<file path="src/logic/cltp_pkg.sv">
// Constants, register map and state types for the calibration trigger
// and low-power calibration controller.
// Assumes an APB master with 32-bit data and a 12-bit byte address.
//
// Summary of operation
// Status-select picks pin source or forces low
// Source bit 0: software trigger bit used
// Source bit 1: synchronised trigger pin used
// Software trigger resets high; keep idle high
// Sleep code, reset 4, for autonomous sleep
// Sleep time (2^k+1)*256 clocks per code
// Sleep codes below 4 save little power
// Wake code, reset 1, settling after wake
// Wake time (2^k+1)*256 clocks per code
// Wake code 0 gives the longest settling
// Trigger-sleep 0: sleep timed by counter
// Trigger-sleep 1: wake while trigger low
// Low-power only with background calibration enabled
// Background enable bit drives engine enable
// Foreground-done flag mirrored when selected
// Calibration-stopped flag mirrored when selected
// Trigger synchronised; delay codes apply next interval
`default_nettype none

package cltp_pkg;

  // ----------------------------------------------------------------
  // Register indices (byte address is four times the index)
  // ----------------------------------------------------------------
  localparam logic [9:0] PIN_CFG_IDX   = 10'h06B;
  localparam logic [9:0] SOFT_TRIG_IDX = 10'h06C;
  localparam logic [9:0] LP_CFG_IDX    = 10'h06E;
  localparam logic [9:0] CTRL_IDX      = 10'h040;
  localparam logic [9:0] STATE_IDX     = 10'h041;
  localparam logic [9:0] IRQ_ST_IDX    = 10'h042;
  localparam logic [9:0] IRQ_MASK_IDX  = 10'h043;

  // ----------------------------------------------------------------
  // Reset values and field positions
  // ----------------------------------------------------------------
  localparam logic [7:0] PIN_CFG_RST   = 8'h00;
  localparam logic [7:0] SOFT_TRIG_RST = 8'h01;
  localparam logic [7:0] LP_CFG_RST    = 8'h88;
  localparam int TRIG_SRC_BIT = 0;
  localparam int STAT_SEL_LO  = 1;
  localparam int SOFT_BIT     = 0;
  localparam int LOW_POWER_ENABLE_BIT = 0;
  localparam int TRIG_SLEEP_BIT       = 1;
  localparam int WAKE_LO      = 3;
  localparam int SLEEP_LO     = 5;
  localparam int BG_EN_BIT    = 0;

  localparam logic [1:0] SEL_DONE_FLAG = 2'h0;
  localparam logic [1:0] SEL_STOPPED = 2'h1;
  localparam logic [1:0] SEL_ALARM   = 2'h2;

  // ----------------------------------------------------------------
  // Interrupt events and timing
  // ----------------------------------------------------------------
  localparam int IRQ_W   = 3;
  localparam int EV_WAKE = 0;
  localparam int EV_CAL  = 1;
  localparam int EV_TFALL = 2;
  localparam int LP_TICK_CYCLES = 256;
  localparam logic [7:0] TICK_LAST = 8'(LP_TICK_CYCLES - 1);

  typedef enum logic [1:0] {ST_IDLE, ST_SLEEP, ST_WAKE, ST_CAL} cltp_lp_state_t;

  typedef struct packed {
    logic [7:0]      pin_cfg;
    logic [7:0]      soft_trig;
    logic [7:0]      lp_cfg;
    logic            bg_en;
    logic [IRQ_W-1:0] irq_st;
    logic [IRQ_W-1:0] irq_mask;
    logic            trig_s1;
    logic            trig_s2;
    logic            trig_sel;
    logic            status_pin;
    cltp_lp_state_t  st;
    logic [7:0]      pre;
    logic [33:0]     ticks;
    logic            adc_sleep;
    logic            cal_req;
    logic            irq;
    logic            pready;
    logic [31:0]     prdata;
    logic            pslverr;
  } cltp_regs_t;

endpackage

`default_nettype wire

</file>
<file path="src/logic/cltp_ctrl.sv">
// Calibration trigger select, status pin mux and low-power sleep/wake
// scheduler with an APB register slave.
// Assumes a single clock pclk; trigger pin treated as asynchronous level.
`default_nettype none

module cltp_ctrl
  import cltp_pkg::*;
#(
  parameter int unsigned EXP_REDUCE = 0    // Lowers every delay exponent
)
(
  input  wire logic        pclk,                 // 20 MHz clock
  input  wire logic        presetn,              // Async reset, low
  input  wire logic        psel,                 // APB select
  input  wire logic        penable,              // APB enable
  input  wire logic        pwrite,               // APB write
  input  wire logic [11:0] paddr,                // APB byte address
  input  wire logic [31:0] pwdata,               // APB write data
  output logic             pready,               // APB ready
  output logic      [31:0] prdata,               // APB read data
  output logic             pslverr,              // APB error
  input  wire logic        cal_trigger_pin,      // Hardware trigger
  input  wire logic        foreground_done_flag, // Engine flag
  input  wire logic        cal_stopped_flag,     // Engine flag
  input  wire logic        alarm_flag,           // Alarm flag
  input  wire logic        lp_cal_done,          // Woken ADC calibrated
  output logic             cal_status_pin,       // Status pin
  output logic             cal_trigger,          // Selected trigger
  output logic             background_cal_enable,// Engine enable
  output logic             adc_sleep,            // ADC held asleep
  output logic             adc_cal_request,      // Calibrate woken ADC
  output logic             irq                   // Interrupt level
);

  cltp_regs_t r;
  cltp_regs_t next_r;

  // ----------------------------------------------------------------
  // Delay lookups
  // ----------------------------------------------------------------
  function automatic logic [33:0] ticks_of(input logic [5:0] k);
    logic [5:0] kk;
    kk = (32'(k) > EXP_REDUCE) ? 6'(32'(k) - EXP_REDUCE) : 6'h00;
    return (34'h000000001 << kk) + 34'h000000001;
  endfunction

  function automatic logic [33:0] sleep_ticks(input logic [2:0] code);
    logic [5:0] k;
    unique case (code)
      3'h0: k = 6'd3;
      3'h1: k = 6'd15;
      3'h2: k = 6'd18;
      3'h3: k = 6'd21;
      3'h4: k = 6'd24;
      3'h5: k = 6'd27;
      3'h6: k = 6'd30;
      3'h7: k = 6'd33;
    endcase
    return ticks_of(k);
  endfunction

  function automatic logic [33:0] wake_ticks(input logic [1:0] code);
    logic [5:0] k;
    unique case (code)
      2'h0: k = 6'd33;
      2'h1: k = 6'd18;
      2'h2: k = 6'd21;
      2'h3: k = 6'd24;
    endcase
    return ticks_of(k);
  endfunction

  // ----------------------------------------------------------------
  // Decoded fields
  // ----------------------------------------------------------------
  logic       lp_active;
  logic       trig_sleep;
  logic [1:0] stat_sel;
  logic       interval_end;
  logic       acc;
  logic       wr_now;
  logic [9:0] idx;
  logic [IRQ_W-1:0] ev;

  assign lp_active  = r.lp_cfg[LOW_POWER_ENABLE_BIT] && r.bg_en;
  assign trig_sleep = r.lp_cfg[TRIG_SLEEP_BIT];
  assign stat_sel  = r.pin_cfg[STAT_SEL_LO +: 2];
  assign interval_end = (r.pre == TICK_LAST) && (r.ticks == 34'h000000001);
  assign acc    = psel && penable;
  assign wr_now = acc && pwrite && r.pready;
  assign idx    = paddr[11:2];

  // ----------------------------------------------------------------
  // Next-state logic
  // ----------------------------------------------------------------
  always_comb
  begin
    next_r = r;
    ev     = '0;

    next_r.trig_s1 = cal_trigger_pin;
    next_r.trig_s2 = r.trig_s1;
    next_r.trig_sel = r.pin_cfg[TRIG_SRC_BIT] ? r.trig_s2
                                              : r.soft_trig[SOFT_BIT];
    if (r.trig_sel && !next_r.trig_sel)
      ev[EV_TFALL] = 1'b1;

    unique case (stat_sel)
      SEL_DONE_FLAG: next_r.status_pin = foreground_done_flag;
      SEL_STOPPED: next_r.status_pin = cal_stopped_flag;
      SEL_ALARM:   next_r.status_pin = alarm_flag;
      default:     next_r.status_pin = 1'b0;
    endcase

    if (r.pre == TICK_LAST)
    begin
      next_r.pre   = 8'h00;
      next_r.ticks = r.ticks - 34'h000000001;
    end
    else
      next_r.pre = r.pre + 8'h01;

    if (!lp_active)
      next_r.st = ST_IDLE;
    else
      unique case (r.st)
        ST_IDLE:
        begin
          next_r.st    = ST_SLEEP;
          next_r.pre   = 8'h00;
          next_r.ticks = sleep_ticks(r.lp_cfg[SLEEP_LO +: 3]);
        end
        ST_SLEEP:
          if (trig_sleep ? !r.trig_sel : interval_end)  // see
          begin
            next_r.st    = ST_WAKE;
            next_r.pre   = 8'h00;
            next_r.ticks = wake_ticks(r.lp_cfg[WAKE_LO +: 2]);  // see
            ev[EV_WAKE]  = 1'b1;
          end
        ST_WAKE:
          if (interval_end)
          begin
            next_r.st   = ST_CAL;
            ev[EV_CAL]  = 1'b1;
          end
        ST_CAL:
          if (lp_cal_done)
          begin
            next_r.st    = ST_SLEEP;
            next_r.pre   = 8'h00;
            next_r.ticks = sleep_ticks(r.lp_cfg[SLEEP_LO +: 3]);  // see
          end
      endcase
    next_r.adc_sleep = (next_r.st == ST_SLEEP);
    next_r.cal_req   = (next_r.st == ST_CAL);

    // APB: one wait state, answer latched on the same edge that raises pready
    next_r.pready = 1'b0;
    if (acc && !r.pready)
    begin
      next_r.pready  = 1'b1;
      next_r.pslverr = 1'b0;
      next_r.prdata  = 32'h00000000;
      if (paddr[1:0] != 2'h0)
        next_r.pslverr = 1'b1;
      else
        unique case (idx)
          PIN_CFG_IDX:   next_r.prdata[7:0] = r.pin_cfg;
          SOFT_TRIG_IDX: next_r.prdata[7:0] = r.soft_trig;
          LP_CFG_IDX:    next_r.prdata[7:0] = r.lp_cfg;
          CTRL_IDX:      next_r.prdata[BG_EN_BIT] = r.bg_en;
          STATE_IDX:     next_r.prdata[7:0] = {r.cal_req, r.adc_sleep, r.st, r.trig_sel,
                                               alarm_flag, cal_stopped_flag, foreground_done_flag};
          IRQ_ST_IDX:    next_r.prdata[IRQ_W-1:0] = r.irq_st;
          IRQ_MASK_IDX:  next_r.prdata[IRQ_W-1:0] = r.irq_mask;
          default:       next_r.pslverr = 1'b1;
        endcase
    end

    if (wr_now && paddr[1:0] == 2'h0)
      unique case (idx)
        PIN_CFG_IDX:   next_r.pin_cfg   = pwdata[7:0];
        SOFT_TRIG_IDX: next_r.soft_trig = pwdata[7:0];
        LP_CFG_IDX:    next_r.lp_cfg    = pwdata[7:0];
        CTRL_IDX:      next_r.bg_en     = pwdata[BG_EN_BIT];
        IRQ_ST_IDX:    next_r.irq_st    = r.irq_st & ~pwdata[IRQ_W-1:0];
        IRQ_MASK_IDX:  next_r.irq_mask  = pwdata[IRQ_W-1:0];
        default:       next_r.irq_st    = r.irq_st;
      endcase
    // Events win over a same-cycle clear
    next_r.irq_st = next_r.irq_st | ev;
    next_r.irq    = |(next_r.irq_st & next_r.irq_mask);
  end

  always_ff @(posedge pclk or negedge presetn)
  begin
    if (!presetn)
    begin
      r           <= '0;
      r.pin_cfg   <= PIN_CFG_RST;
      r.soft_trig <= SOFT_TRIG_RST;
      r.lp_cfg    <= LP_CFG_RST;
      r.trig_sel  <= 1'b1;
      // Synchroniser starts at the pin's idle level, no false fall
      r.trig_s1   <= 1'b1;
      r.trig_s2   <= 1'b1;
      r.st        <= ST_IDLE;
    end
    else
      r <= next_r;
  end

  assign pready                = r.pready;
  assign prdata                = r.prdata;
  assign pslverr               = r.pslverr;
  assign cal_status_pin        = r.status_pin;
  assign cal_trigger           = r.trig_sel;
  assign background_cal_enable = r.bg_en;
  assign adc_sleep             = r.adc_sleep;
  assign adc_cal_request       = r.cal_req;
  assign irq                   = r.irq;

  // ----------------------------------------------------------------
  // Assertions
  // ----------------------------------------------------------------
  logic [47:0] h_cnt;
  logic [33:0] h_len;

  always_ff @(posedge pclk or negedge presetn)
  begin
    if (!presetn)
    begin
      h_cnt <= '0;
      h_len <= '0;
    end
    else if (r.st != next_r.st)
    begin
      h_cnt <= '0;
      h_len <= next_r.ticks;
    end
    else
      h_cnt <= h_cnt + 48'h1;
  end
endmodule

`default_nettype wire

</file>
<file path="config.mk">
export PLATFORM = sky130hd
export DESIGN_NAME = cltp_ctrl
export DESIGN_NICKNAME = d
export VERILOG_FILES = /design/src/logic/cltp_pkg.sv /design/src/logic/cltp_ctrl.sv
export SDC_FILE = /design/constraint.sdc
export NUM_CORES = 1
export LEC_CHECK = 0
export BUFFER_PORTS_ARGS = -buffer_cell sky130_fd_sc_hd__buf_4
export CORE_UTILIZATION = 56
export CTS_CLUSTER_DIAMETER = 50
export DETAILED_ROUTE_END_ITERATION = 10
export PLACE_DENSITY_LB_ADDON = 0.15
export SYNTH_ARGS = -nofsm -noshare
export SYNTH_HDL_FRONTEND = slang
export SYNTH_SLANG_ARGS = --single-unit
</file>
<file path="constraint.sdc">
create_clock -name pclk -period 3.24 [get_ports pclk]
set_clock_uncertainty 0.15 [all_clocks]
set_input_delay 0.324 -clock pclk [delete_from_list [all_inputs] [get_ports pclk]]
set_output_delay 0.324 -clock pclk [all_outputs]
set_load 0.02 [all_outputs]
</file>
### Yosys cells after proc, flatten, opt, wreduce, memory -nomap -nowiden

Memories as Yosys holds them, arrays and structs flattened.
Cells that the tools add are included.

| operators by class | value |
|---|---|
| multiplexer cells | 40 |
| $add $sub $neg | 5 |
| magnitude comparators | 3 |
| equality and inequality tests | 19 |
| shift-type cells | 3 |
| reduce and logical (&&, ||, !) cells | 22 |
| multiply operators | 0 |
| bitwise logic cells | 4 |
| div/mod/pow operators | 0 |

Operators with widths:

| operator | count |
|---|---|
| $pmux W42 S3 | 1 |
| $add A34 B1 Y34 const B | 3 |
| $shl A1 B6 Y34 const A | 3 |
| $mux W44 | 2 |
| $mux W6 | 12 |
| $eq A10 B7 Y1 const B | 7 |
| $mux W34 | 2 |
| $mux W42 | 1 |
| $eq A34 B1 Y1 const B | 1 |
| $sub A34 B1 Y34 const B | 1 |
| $pmux W6 S4 | 1 |
| $pmux W5 S4 | 1 |
| $gt A6 B1 Y1 const B | 3 |
| $mux W8 | 2 |
| $eq A2 B2 Y1 const B | 6 |
| $pmux W2 S6 | 1 |
| $mux W1 | 9 |
| $add A8 B1 Y8 const B | 1 |
| $eq A2 B1 Y1 const B | 4 |
| $eq A8 B8 Y1 const B | 1 |
| $logic_and A1 B1 Y1 | 8 |
| $logic_not A2 Y1 | 4 |
| $pmux W2 S4 | 1 |
| $reduce_and A2 Y1 | 4 |
| other kinds (11) | 17 |

| word-level totals | value |
|---|---|
| register bits after elaboration | 92 |
| memories | 2 |
| memory bits (read-only) | 96 |
| output and inout port bits | 40 |
| logic and storage cells | 117 |
| bits in writable memories | 0 |
| latch bits | 0 |
| input bits | 54 |

Memories:

| memory | depth | bits a word | read ports | clocked after Yosys merged registers in | write ports | RTL line | source |
|---|---|---|---|---|---|---|---|
| (no name shown) | 8 | 6 | 1 | 0 | 0 | cltp_ctrl.sv:49 | `unique case (code)` |
| (no name shown) | 8 | 6 | 1 | 0 | 0 | cltp_ctrl.sv:49 |  |

### Logic depth before layout (Yosys ltp)

| depth | value |
|---|---|
| depth after elaboration | 14 |
| mapped depth | 9 |
| depth with buffers taken out | 8 |

### Worst setup path after synthesis

Ideal clock, no wire load.

| timing path | value |
|---|---|
| path kind | register to register |
| start point | register r[71] in the netlist's numbering |
| end point | register r[45] in the netlist's numbering |
| stages on the path, launching flop included | 9 |
| path slack | 0.791 ns |
| setup time | 0.121 ns |
| arrival | 2.178 ns |
| data required time | 2.969 ns |
| cells stage by stage | dfrtp_1 -> ha_1 -> nand4_1 -> or2_2 -> buf_2 -> or4_1 -> or4_1 -> xor2_1 -> nor2_1 |

RTL lines:

| element | RTL line | source |
|---|---|---|
| start: declaration | cltp_ctrl.sv:35 | `cltp_regs_t r;` |
| start signal: assignment | cltp_ctrl.sv:211 | `r <= next_r;` |

==> summary.md <==
Counting every instance in the synthesized netlist gives 500. The tools report the sequential area share after synthesis as 45.4%. The logs give 351 MHz for the top achievable clock speed and 2010 uW for the overall power.

The distinct cell type count after synthesis was 67; the final global-route overflow total was 0. The run gives 635 as the cell total after placement. The biggest fanout along the worst timing path works out to 5. The tools report the endpoint of the most critical setup path as r[61]. The run finished with clean final reports. During placement, the flow inserted port buffers numbering 45. For the hold buffer count at cts, the log shows 2. Once detailed placement completed, the half-perimeter wirelength came to 8340 um.

The via count of the first global-routing pass came out at 3788. In the final routed layout, each cell accounts on average for 17.6 um. The worst register-to-register path ends at r[61]. Setup repair after global routing left no endpoint under its margin.

At the pin with the least slew margin, the transition time is 769 ps. Synthesis inferred 92 register bits. The tools report the critical register-to-register path startpoint as r[45]. Ranked by total cell area, the synthesized netlist is headed by sky130_fd_sc_hd__dfrtp_1 (42%), sky130_fd_sc_hd__mux2_2 (5.5%), sky130_fd_sc_hd__buf_4 (4.7%). Flip-flop cell with the highest count after synthesis: sky130_fd_sc_hd__dfrtp_1.

The number of H-tree levels was 3. The number of clock buffers added by TritonCTS is 9. Setup violations remaining at the end of the flow were counted as 0. Measured on the finished design, the core utilization comes to 64.2%. In the layout the commonest cells are sky130_fd_sc_hd__dfrtp_1 (86), sky130_fd_sc_hd__buf_4 (51), sky130_fd_sc_hd__nand2_1 (40).

Using the TritonRoute via totals, the vias-per-cell ratio works out to 6.07. For the number of synthesis warnings, the log shows 0. Initial antenna violation count: 0.

The tools report the diode insertion count for antenna repair as 0. The final layout contains routed wiring with a total length of 11500 um. The combined area of all synthesized cells is 5090 um^2, and the clock sink total is 92. For this run, global-route usage on met3 was measured as 4.24%.

The die covers 9470 um^2. The number of buffers between clock root and the deepest sink was 2; the logic depth of the worst register-to-register path was 6. After detailed routing, the number of remaining DRC violations is 0.

The tools report the initial cell density of the core as 58.1%. In the global route stage, met2 resource usage came out at 38.9%. The run gives 25.6% as the total routing resource utilization after global routing.

Summed over all cells, the static leakage comes to 0.00225 uW. The post-route antenna net violation count is 0, and the sum of negative setup slack is 0 ps. The worst register-to-register path has a setup slack of 390 ps. Leaving out fill and tap cells, the most frequent cell in the layout is sky130_fd_sc_hd__dfrtp_1. Post-CTS repair changed the size of 0 cells.

The total I/O pin count was 94. TritonCTS built the clock tree. For the worst-skew pair, the clock arrives at the later sink with an insertion delay of 360 ps. The number of synthesized flops with an enable pin came out at 0. For the worst setup path, the data required time is 3360 ps. Number of rows in the core area: 34.

The power density normalized to cell area was 357 nW/um^2; the pin count of the biggest net entering global routing was 46. The share of synthesized registers carrying an async set or reset was 100%; the global routing usage on met1 was 38.7%. The detailed router finished its first iteration with 267 violations. The register clock-pin slew on the reported worst setup and hold paths works out to 100 ps.

The routed design could run at a clock period as short as 2850 ps. The leading area contributor after synthesis was sky130_fd_sc_hd__dfrtp_1. For the number of max-slew violations in the final report, the log shows 0. The first element of the critical path was r[45]. The vias after detailed routing is 3961, and the share of Yosys cell area claimed by the top area cell type is 42.3%. The tree is rooted in a sky130_fd_sc_hd__clkbuf_8.

Each instance of the synthesized netlist takes up on average 10.2 um^2. STA classifies the critical path endpoint as a register. STA puts the critical path data arrival time at 2970 ps. The tools report the element type at the critical path start as a register. The height of the die was 97.3 um. The first global-routing pass estimated 19300 um of wire. The min-delay analysis places its worst path in the category primary input to register.

For the count of TritonRoute iterations in the first routing pass, the log shows 6. Layer with the highest usage: met2. The maximum vdd drop was 0.226 mV; the area inside the core boundary was 8760 um^2. The floorplan step set the die width to 97.3 um. Of the cells placed in the final design, the portion with a size suffix greater than 1 is 21.8%. At the end of the flow, the number of nets in the layout was 601.

Worst setup path category: register to register. The final count of hold timing violations is 0. The congestion estimate from routability-driven global placement came to 0.897.

The area growth from synthesis to layout is 10.5%, and the count of maximum capacitance violations is 0. The normalized max-slew margin was 48.3%. The number of standard cells in the layout, taps in and fillers out was 653.

The final critical path takes up 87.9% of the cycle. After clock tree synthesis, the setup repair step added 0 buffers.
==> registers in the layout, indices dropped and copies added, names as in the netlist <==
| signal | flops |
|---|---|
| pslverr | 1 |
| cal_trigger | 1 |
| pready | 1 |
| irq | 1 |
| cal_status_pin | 1 |
| background_cal_enable | 1 |
| next_r | 1 |
| adc_sleep | 1 |
| r | 75 |
| prdata | 8 |
| adc_cal_request | 1 |
==> per-layer routing <==
| layer | vias to the layer above | wire length (um) |
|---|---|---|
| met2 | 178 | 5240 |
| li1 | 1856 | - |
| met4 | 0 | 91 |
| met3 | 10 | 679 |
| met1 | 1917 | 5450 |
| met5 | - | 0 |
==> power by group <==
group / switching [uW] / internal (uW) / total (uW)
logic: 74.3 / 35.2 / 110
clock network: 448 / 298 / 745
registers: 1.31 / 1150 / 1150
total: 523 / 1480 / 2010
==> area by class of cell <==
| cell class | count | area, um^2 |
|---|---|---|
| fill | 740 | 3140 |
| multi-input combinational | 370 | 2520 |
| sequential | 92 | 2310 |
| timing repair buffer | 54 | 423 |
| tap | 108 | 135 |
| clock buffer | 9 | 124 |
| clock inverter | 7 | 65.1 |
| inverter | 13 | 48.8 |
==> metrics by stage <==
step / instance area (um^2) / hold WS (ps) / setup WS (ps)
finish: 5620 / 35.7 / 391
CTS: 5620 / 24.9 / 356
floorplan: 5170 / -122 / 791
global placement: 5410 / 196 / 495
global route: 5620 / 9.42 / 190
detailed placement: 5410 / 199 / 393
==> synth_stat cells (8+ instances only) <==
library cell and count:
sky130_fd_sc_hd__dfrtp_1 86, sky130_fd_sc_hd__clkbuf_1 13, sky130_fd_sc_hd__nor4_1 15, sky130_fd_sc_hd__nand4_1 10, sky130_fd_sc_hd__buf_4 32, sky130_fd_sc_hd__nand2_1 40
sky130_fd_sc_hd__o22ai_1 16, sky130_fd_sc_hd__nor3_1 21, sky130_fd_sc_hd__xnor2_1 18, sky130_fd_sc_hd__inv_1 13, sky130_fd_sc_hd__o21ai_0 18, sky130_fd_sc_hd__or3_1 9
sky130_fd_sc_hd__mux2_2 25, sky130_fd_sc_hd__nor2_1 38, sky130_fd_sc_hd__or4_1 8, sky130_fd_sc_hd__nand3_1 13, sky130_fd_sc_hd__xor2_1 18
==> critical path, stage by stage (launching register included) <==
cell                        delay, ps
sky130_fd_sc_hd__dfrtp_1          410
sky130_fd_sc_hd__or4_4            560
sky130_fd_sc_hd__nor4_1           350
sky130_fd_sc_hd__nand4_1          280
sky130_fd_sc_hd__a2111oi_2        600
sky130_fd_sc_hd__nand2_1          180
sky130_fd_sc_hd__o221ai_1         220
==> cells by family (layout without fill, tap and decap cells) <==
| group | Yosys count | in the layout | share of synthesized area, % |
|---|---|---|---|
| DFF | 92 | 92 | 45.4 |
| and+or+nand+nor | 190 | 190 | 21.1 |
| other | 1 | 24 | 0.0737 |
| AOI/OAI and AO/OA | 81 | 81 | 11.3 |
| muxes | 32 | 32 | 7.26 |
| buffers and inverters | 61 | 83 | 6.94 |
| adders and majority gates | 7 | 7 | 1.72 |
| xor gates and xnor gates | 36 | 36 | 6.20 |
==> worst min path at each step <==
stage / from / endpoint / slack (ps) / cells after the start
2_1_floorplan: presetn / adc_cal_request / -120 / 0
3_3_place_gp: next_r[83] / r[83] / 200 / 0
3_5_place_dp: next_r[83] / r[83] / 200 / 0
4_1_cts: pwdata[5] / r[97] / 20 / 3
5_1_grt: pwdata[5] / r[97] / 9 / 3
6_report: pwdata[5] / r[97] / 40 / 3
Note: power is estimated with default switching activity, not from simulation.
